## src/power_handshake_pkg.sv

```systemverilog
package power_handshake_pkg;

	localparam int CPU_COUNT = 4;
	localparam int ITS_COUNT = 2;
	localparam int PSTATE_W = 5;
	localparam bit HAS_ITS_QCH = 1'b1;
	localparam bit HAS_PCH = 1'b1;
	localparam int SYNC_STAGES = 2;

	// Q-Channel device state, shared by every channel
	typedef enum logic [1:0] {
		Q_RUN,
		Q_REQUEST,
		Q_STOPPED,
		Q_EXIT
	} qch_state_e;

	// Pins of one Q-Channel toward the controller
	typedef struct packed {
		logic qacceptn;
		logic qdeny;
		logic qactive;
	} qch_out_s;

	typedef struct packed {
		logic paccept;
		logic pdeny;
		logic pactive;
	} pch_out_s;

	typedef struct packed {
		logic [CPU_COUNT-1:0] wake;
		logic [CPU_COUNT-1:0] wakeChk;
	} wake_out_s;

	localparam logic [PSTATE_W-1:0] PSTATE_RESET = 5'h00;

endpackage

```

## src/power_handshake_ports.sv

```systemverilog
`timescale 1ns/1ps
// Function
// - An inactive core is given lower preference when one of several cores is picked for a shared interrupt.
// - The wake output of a core rises when an interrupt targets it and it has to be woken.
// - A raised wake output stays high until the distribution logic enters its gated state.
// - Each wake output has a check bit so that the pair has odd parity.
// - The collator channel drains all messages in flight before the low-power request is accepted.
// - While the collator low-power state is accepted no collator message is sent until it is exited.
// - Each translation-service block has its own channel to drain its path before power down.
// - The translation-service channel signals are vectors as wide as the block count.
// - The translation-service channels are left out in shared-port monolithic builds.
// - A clock-gating channel covers the domain, with its request synchronized inside.
// - A second channel controls the power interface of the domain crossing bridge.
// - The P-Channel exists only in multichip builds, with its request synchronized inside.
module power_handshake_ports (
	input wire logic ref_clk,
	input wire logic rstn,
	input wire logic [power_handshake_pkg::CPU_COUNT-1:0] cpuActive,
	input wire logic [power_handshake_pkg::CPU_COUNT-1:0] wakeNeed,
	input wire logic [power_handshake_pkg::CPU_COUNT-1:0] spiEligible,
	input wire logic spiPending,
	output logic [power_handshake_pkg::CPU_COUNT-1:0] spiTarget,
	input wire logic distGated,
	output power_handshake_pkg::wake_out_s wakeOut,
	input wire logic colMsgValid,
	output logic colMsgReady,
	input wire logic colMsgInFlight,
	input wire logic qreqnCol_n,
	output power_handshake_pkg::qch_out_s colQch,
	input wire logic [power_handshake_pkg::ITS_COUNT-1:0] qreqnIts_n,
	input wire logic [power_handshake_pkg::ITS_COUNT-1:0] itsInFlight,
	output power_handshake_pkg::qch_out_s [power_handshake_pkg::ITS_COUNT-1:0] itsQch,
	input wire logic clkQreqn_n,
	input wire logic domainBusy,
	output power_handshake_pkg::qch_out_s clkQch,
	input wire logic pwrQreqn_n,
	input wire logic bridgeBusy,
	output power_handshake_pkg::qch_out_s pwrQch,
	input wire logic preq,
	input wire logic [power_handshake_pkg::PSTATE_W-1:0] pstate,
	output power_handshake_pkg::pch_out_s pch,
	output logic [power_handshake_pkg::PSTATE_W-1:0] pstateOut
);
	import power_handshake_pkg::*;

	// ==========================================================
	// Core wake requests
	logic [CPU_COUNT-1:0] wake_r;
	logic [CPU_COUNT-1:0] wakeChk_r;

	always_ff @(posedge ref_clk) begin
		if (!rstn) begin
			wake_r <= '0;
			wakeChk_r <= '1;
		end else if (distGated) begin
			wake_r <= '0;
			wakeChk_r <= '1;
		end else begin
			wake_r <= wake_r | wakeNeed;
			wakeChk_r <= ~(wake_r | wakeNeed);
		end
	end

	assign wakeOut.wake = wake_r;
	assign wakeOut.wakeChk = wakeChk_r;

	// ==========================================================
	// Shared interrupt target choice
	logic [CPU_COUNT-1:0] activeSync1_r;
	logic [CPU_COUNT-1:0] activeSync2_r;
	logic [CPU_COUNT-1:0] target_r;
	logic [CPU_COUNT-1:0] pickSet;
	logic [CPU_COUNT-1:0] pick;

	always_ff @(posedge ref_clk) begin
		if (!rstn) begin
			activeSync1_r <= '0;
			activeSync2_r <= '0;
		end else begin
			activeSync1_r <= cpuActive;
			activeSync2_r <= activeSync1_r;
		end
	end

	// Active eligible cores first; inactive ones only when none are active
	always_comb begin
		pickSet = spiEligible & activeSync2_r;
		if (pickSet == '0) begin
			pickSet = spiEligible;
		end
		pick = pickSet & (~pickSet + 1'b1);
	end

	always_ff @(posedge ref_clk) begin
		if (!rstn) begin
			target_r <= '0;
		end else if (spiPending) begin
			target_r <= pick;
		end else begin
			target_r <= '0;
		end
	end

	assign spiTarget = target_r;

	// ==========================================================
	// Request synchronisers
	localparam int NQ = 3 + ITS_COUNT;
	logic [NQ-1:0] qreqRaw;
	logic [NQ-1:0] qSync1_r;
	logic [NQ-1:0] qSync2_r;
	logic [NQ-1:0] qBusy;
	logic preqSync1_r;
	logic preqSync2_r;

	assign qreqRaw = {pwrQreqn_n, clkQreqn_n, qreqnCol_n, qreqnIts_n};
	assign qBusy = {bridgeBusy, domainBusy | colMsgInFlight | (|itsInFlight), colMsgInFlight,
		itsInFlight};

	always_ff @(posedge ref_clk) begin
		if (!rstn) begin
			qSync1_r <= '1;
			qSync2_r <= '1;
			preqSync1_r <= 1'b0;
			preqSync2_r <= 1'b0;
		end else begin
			qSync1_r <= qreqRaw;
			qSync2_r <= qSync1_r;
			preqSync1_r <= preq;
			preqSync2_r <= preqSync1_r;
		end
	end

	// ==========================================================
	// Q-Channel devices: drain before accept, no deny
	qch_state_e qState_r [NQ];
	logic [NQ-1:0] qAccn_r;
	logic [NQ-1:0] qActive_r;

	genvar gi;
	generate
		for (gi = 0; gi < NQ; gi++) begin : g_qch
			always_ff @(posedge ref_clk) begin
				if (!rstn) begin
					qState_r[gi] <= Q_RUN;
					qAccn_r[gi] <= 1'b1;
					qActive_r[gi] <= 1'b1;
				end else begin
					qActive_r[gi] <= qBusy[gi] | ~qAccn_r[gi];
					case (qState_r[gi])
						Q_RUN: begin
							if (!qSync2_r[gi]) begin
								qState_r[gi] <= Q_REQUEST;
							end
						end
						Q_REQUEST: begin
							if (!qBusy[gi]) begin
								qState_r[gi] <= Q_STOPPED;
								qAccn_r[gi] <= 1'b0;
							end
						end
						Q_STOPPED: begin
							if (qSync2_r[gi]) begin
								qState_r[gi] <= Q_EXIT;
								qAccn_r[gi] <= 1'b1;
							end
						end
						Q_EXIT: begin
							qState_r[gi] <= Q_RUN;
						end
						default: begin
							qState_r[gi] <= Q_RUN;
						end
					endcase
				end
			end
		end
	endgenerate

	// Collator messages held while its low-power request is pending or accepted
	logic colReady_r;

	always_ff @(posedge ref_clk) begin
		if (!rstn) begin
			colReady_r <= 1'b1;
		end else begin
			colReady_r <= (qState_r[ITS_COUNT] == Q_RUN) && qSync2_r[ITS_COUNT];
		end
	end

	assign colMsgReady = colReady_r & colMsgValid;

	generate
		for (gi = 0; gi < ITS_COUNT; gi++) begin : g_its
			if (HAS_ITS_QCH) begin : g_on
				assign itsQch[gi] = '{qAccn_r[gi], 1'b0, qActive_r[gi]};
			end else begin : g_off
				assign itsQch[gi] = '{1'b1, 1'b0, 1'b0};
			end
		end
	endgenerate

	assign colQch = '{qAccn_r[ITS_COUNT], 1'b0, qActive_r[ITS_COUNT]};
	assign clkQch = '{qAccn_r[ITS_COUNT+1], 1'b0, qActive_r[ITS_COUNT+1]};
	assign pwrQch = '{qAccn_r[ITS_COUNT+2], 1'b0, qActive_r[ITS_COUNT+2]};

	// ==========================================================
	// P-Channel: accept every request once synchronised
	logic pAccept_r;
	logic pActive_r;
	logic [PSTATE_W-1:0] pstate_r;

	always_ff @(posedge ref_clk) begin
		if (!rstn) begin
			pAccept_r <= 1'b0;
			pActive_r <= 1'b0;
			pstate_r <= PSTATE_RESET;
		end else begin
			pAccept_r <= HAS_PCH & preqSync2_r;
			pActive_r <= HAS_PCH & (domainBusy | colMsgInFlight);
			if (HAS_PCH && preqSync2_r && !pAccept_r) begin
				pstate_r <= pstate;
			end
		end
	end

	assign pch = '{pAccept_r, 1'b0, pActive_r};
	assign pstateOut = pstate_r;

endmodule

```

## config.mk

```make
export PLATFORM = sky130hd
export DESIGN_NAME = power_handshake_ports
export DESIGN_NICKNAME = d
export VERILOG_FILES = /design/src/power_handshake_pkg.sv /design/src/power_handshake_ports.sv
export SDC_FILE = /design/constraint.sdc
export NUM_CORES = 1
export LEC_CHECK = 0
export BUFFER_PORTS_ARGS = -buffer_cell sky130_fd_sc_hd__buf_2
export CAP_MARGIN = 10
export CORE_ASPECT_RATIO = 0.6
export CORE_MARGIN = 3
export CORE_UTILIZATION = 40
export CTS_BUF_LIST = sky130_fd_sc_hd__clkbuf_2
export CTS_CLUSTER_DIAMETER = 200
export CTS_CLUSTER_SIZE = 28
export DETAILED_ROUTE_END_ITERATION = 12
export PLACE_DENSITY = 0.64
export SYNTH_ARGS = -nofsm -noshare
export SYNTH_HDL_FRONTEND = slang
export SYNTH_SLANG_ARGS = --single-unit
```

## constraint.sdc

```tcl
create_clock -name ref_clk -period 1.8 [get_ports ref_clk]
set_clock_uncertainty 0.1 [all_clocks]
set_input_delay 0.09 -clock ref_clk [delete_from_list [all_inputs] [get_ports ref_clk]]
set_output_delay 0.09 -clock ref_clk [all_outputs]
set_load 0.02 [all_outputs]
```

==> flow_summary.yaml <==
global_route:
  grt_overflow: 0
  first_global_vias: 1900
  grt_pass1_wl_microns: 8280
  antenna_found_initial: 0
  grt_max_degree: 38
  groute.usage.overall_pct: 16.57
flow_run:
  maxCapViolCount: 0
logic_synthesis:
  ys_ff_latch: 60
  syn_area_per_cell_sq_um: 10.77
  synthCells: 211
  synthTopCellsByCount: "dfxtp_1, nor2b_1, o21ai_0, nand2b_1, and2_1"
  synth.area.top_cells: "dfxtp_1, edfxtp_1, nor2b_1"
  synth_edf_count: 10
  synth_area_leader_cell: "dfxtp_1"
  synth.most_common_cell: "dfxtp_1"
  syn_area_sq_um: 2273
  synth.distinct_cells: 35
  synthFlopType: "dfxtp_1"
  synthArstFlopShare_pct: 0
  yosys_warnings: 0
  yosysTopAreaCellShare_pct: 44.03
  seq_area_frac_synth_pct: 57.24
final_layout:
  final_cell_area_sq_um: 3318
  area_delta_synth_final_pct: 45.95
  fin_nets: 366
  n_antenna_cell: 0
  drive_above_1_share_pct: 25.15
setup_path:
  cp_cell_sequence: "dlygate4sd3_1 -> buf_2 -> nor4_2 -> dlygate4sd3_1 -> nor3b_2 -> o21a_1"
  worstSetupPathType: "in -> reg"
  path_max_fanout: 5
  crit_arrival_ns: 2.04
  crit_top_cell: "dlygate4sd3_1"
  cpPeakStageDelay_ns: 0.62
  end_kind: "flop"
  slowest_stage: "dlygate4sd3_1"
  worstPathRequired_ns: 2.08
  cp-start-kind: "input port"
clock_tree:
  cts.sinks: 60
  htree_levels: 3
  clockBufferDepth: 2
  cts_made_buffers: 9
  cts-root-buf: "clkbuf_2"
  tritoncts: "yes"
  clk_latency_ns: 0.50
  clkTransAtPathRegs_ns: 0.18
sta:
  setup_violations: 0
  hold_viol: 0
  fin_setup_tns_ns: 0
  rsz0062_at_grt: "false"
  fmax_mhz: 567.1
  fin_crit_sh_pct: 97.96
  slew_viol_final: 0
  fin_crit_ns: 1.763
routing:
  ant_nets: 0
  drtIter0Drc: 60
  drt-pass1-iter-count: 5
  drcViolationCount: 0
  wl_microns: 4810
  wl_per_cell_microns: 11.59
  via_per_inst: 4.494
  vias: 1865
place:
  postPlaceCellArea_sq_um: 2636
  portBuffers: 62
  gp_congestion: 0.8513
  hpwl_microns: 2831
die:
  placementRows: 20
  initial_core_util_pct: 43.06
  die_x_microns: 103.3
  die_area_sq_um: 6654
  core_sq_um: 5280
  num_io_pins: 69
  die_h_microns: 64.40
status:
  status: "finished clean"
pwr:
  total_leakage_power_nw: 1.398
  p_per_area_nw_per_um2: 938.9
  max-vdd-ir-drop_uv: 486.2
worst_hold_path:
  hold_path.class: "in -> reg"
-- kinds of logic after synthesis --
logic type             after synthesis  share of synthesized area, %
multiplexers                         9                         4.018
flip-flops                          60                         57.24
buffers and inverters               20                         4.788
AND/OR/NAND/NOR                     78                         21.63
other                                1                        0.1649
XOR/XNOR                             5                         1.926
AO/OA/AOI/OAI                       38                         10.24
-- stage by stage --
stage | cells | worst slack [ns] | hold slack (ns) | power (mW) | util [%]
6_report | 415 | 0.03672 | 0.2699 | 3.115 | 62.84
5_1_grt | 415 | 0.004855 | 0.2540 | 3.304 | 62.84
4_1_cts | 415 | 0.1395 | 0.2154 | 3.145 | 62.84
3_5_place_dp | 342 | 0.3392 | 0.1731 | 2.230 | 49.93
3_3_place_gp | 342 | 0.3726 | 0.1716 | 2.221 | 49.93
2_1_floorplan | 216 | 0.4917 | 0.09147 | 2.073 | -
-- report_power, final --
group          internal (mW)  switching, mW  total [mW]
clock                  0.314          0.501       0.815
sequential              1.54          0.149        1.69
combinational          0.322          0.286       0.607
total                   2.18          0.936        3.12
-- cell usage in the layout (no fill, tap or decap), types with 6 or more instances in the layout --
cell / Yosys / layout
buf_2: 3 / 62
and2_1: 14 / 14
nor2b_1: 17 / 17
conb_1: 1 / 6
o21ai_0: 16 / 16
edfxtp_1: 10 / 10
nor3b_1: 11 / 11
dfxtp_1: 50 / 50
dlygate4sd3_1: 0 / 57
clkbuf_2: 0 / 9
nor2_1: 9 / 9
a21oi_1: 9 / 9
nand2b_1: 15 / 15
mux2i_1: 8 / 8
-- worst max-delay path: cells and delay by family --
family                 cells  cell delay, ns
AOI/OAI and AO/OA          1            0.14
buffers and inverters      3            1.30
and+or+nand+nor            2            0.52
-- final cells by class --
cell class                 count  area, sq um
fill                         442         1962
tap                           77        96.34
multi-input combinational    136        882.1
timing repair buffer         121        908.4
clock buffer                   9        45.04
sequential                    60         1301
inverter                       5        18.77
clock inverter                 7        66.31
-- layer usage --
layer	GRT usage [%]	wire (microns)	share of wire (%)
met5	0	0	0
met2	24.68	2067	43
met1	18.81	2169	45
met3	8.288	412	8.6
met4	10.18	160	3.3
-- state kept, by name, summed over array words and instances (netlist names) --
register and count:
activeSync1_r 4, activeSync2_r 4, clkQch 2, colQch 2, colReady_r 1, itsQch 4, pAccept_r 1, pActive_r 1
preqSync1_r 1, preqSync2_r 1, pstateOut 5, pwrQch 2, qState_r 10, qSync1_r 5, qSync2_r 5, spiTarget 4
wakeChk_r 4, wake_r 4
-- worst paths after layout --
check	start	end	slack [ns]	depth (start not counted)
worst max-delay path	itsInFlight[0]	qState_r[3][1]$_SDFFCE_PP0P_	0.04	6
worst min register to register	qSync1_r[3]$_SDFF_PN1_	qSync2_r[3]$_SDFF_PN1_	0.32	1
worst max register to register	preqSync2_r$_SDFF_PN0_	pstateOut[3]$_SDFFE_PN0P_	0.14	5
worst min-delay path	distGated	wakeChk_r[2]$_SDFF_PP1_	0.27	4
-- timing repair --
action | in CTS | in global routing
hold buffers | 57 | 0
setup buffers | 0 | 0
gates resized for setup | 0 | 0
hold endpoints to repair | 50 | 0
Power figures use the tool's default switching activity.
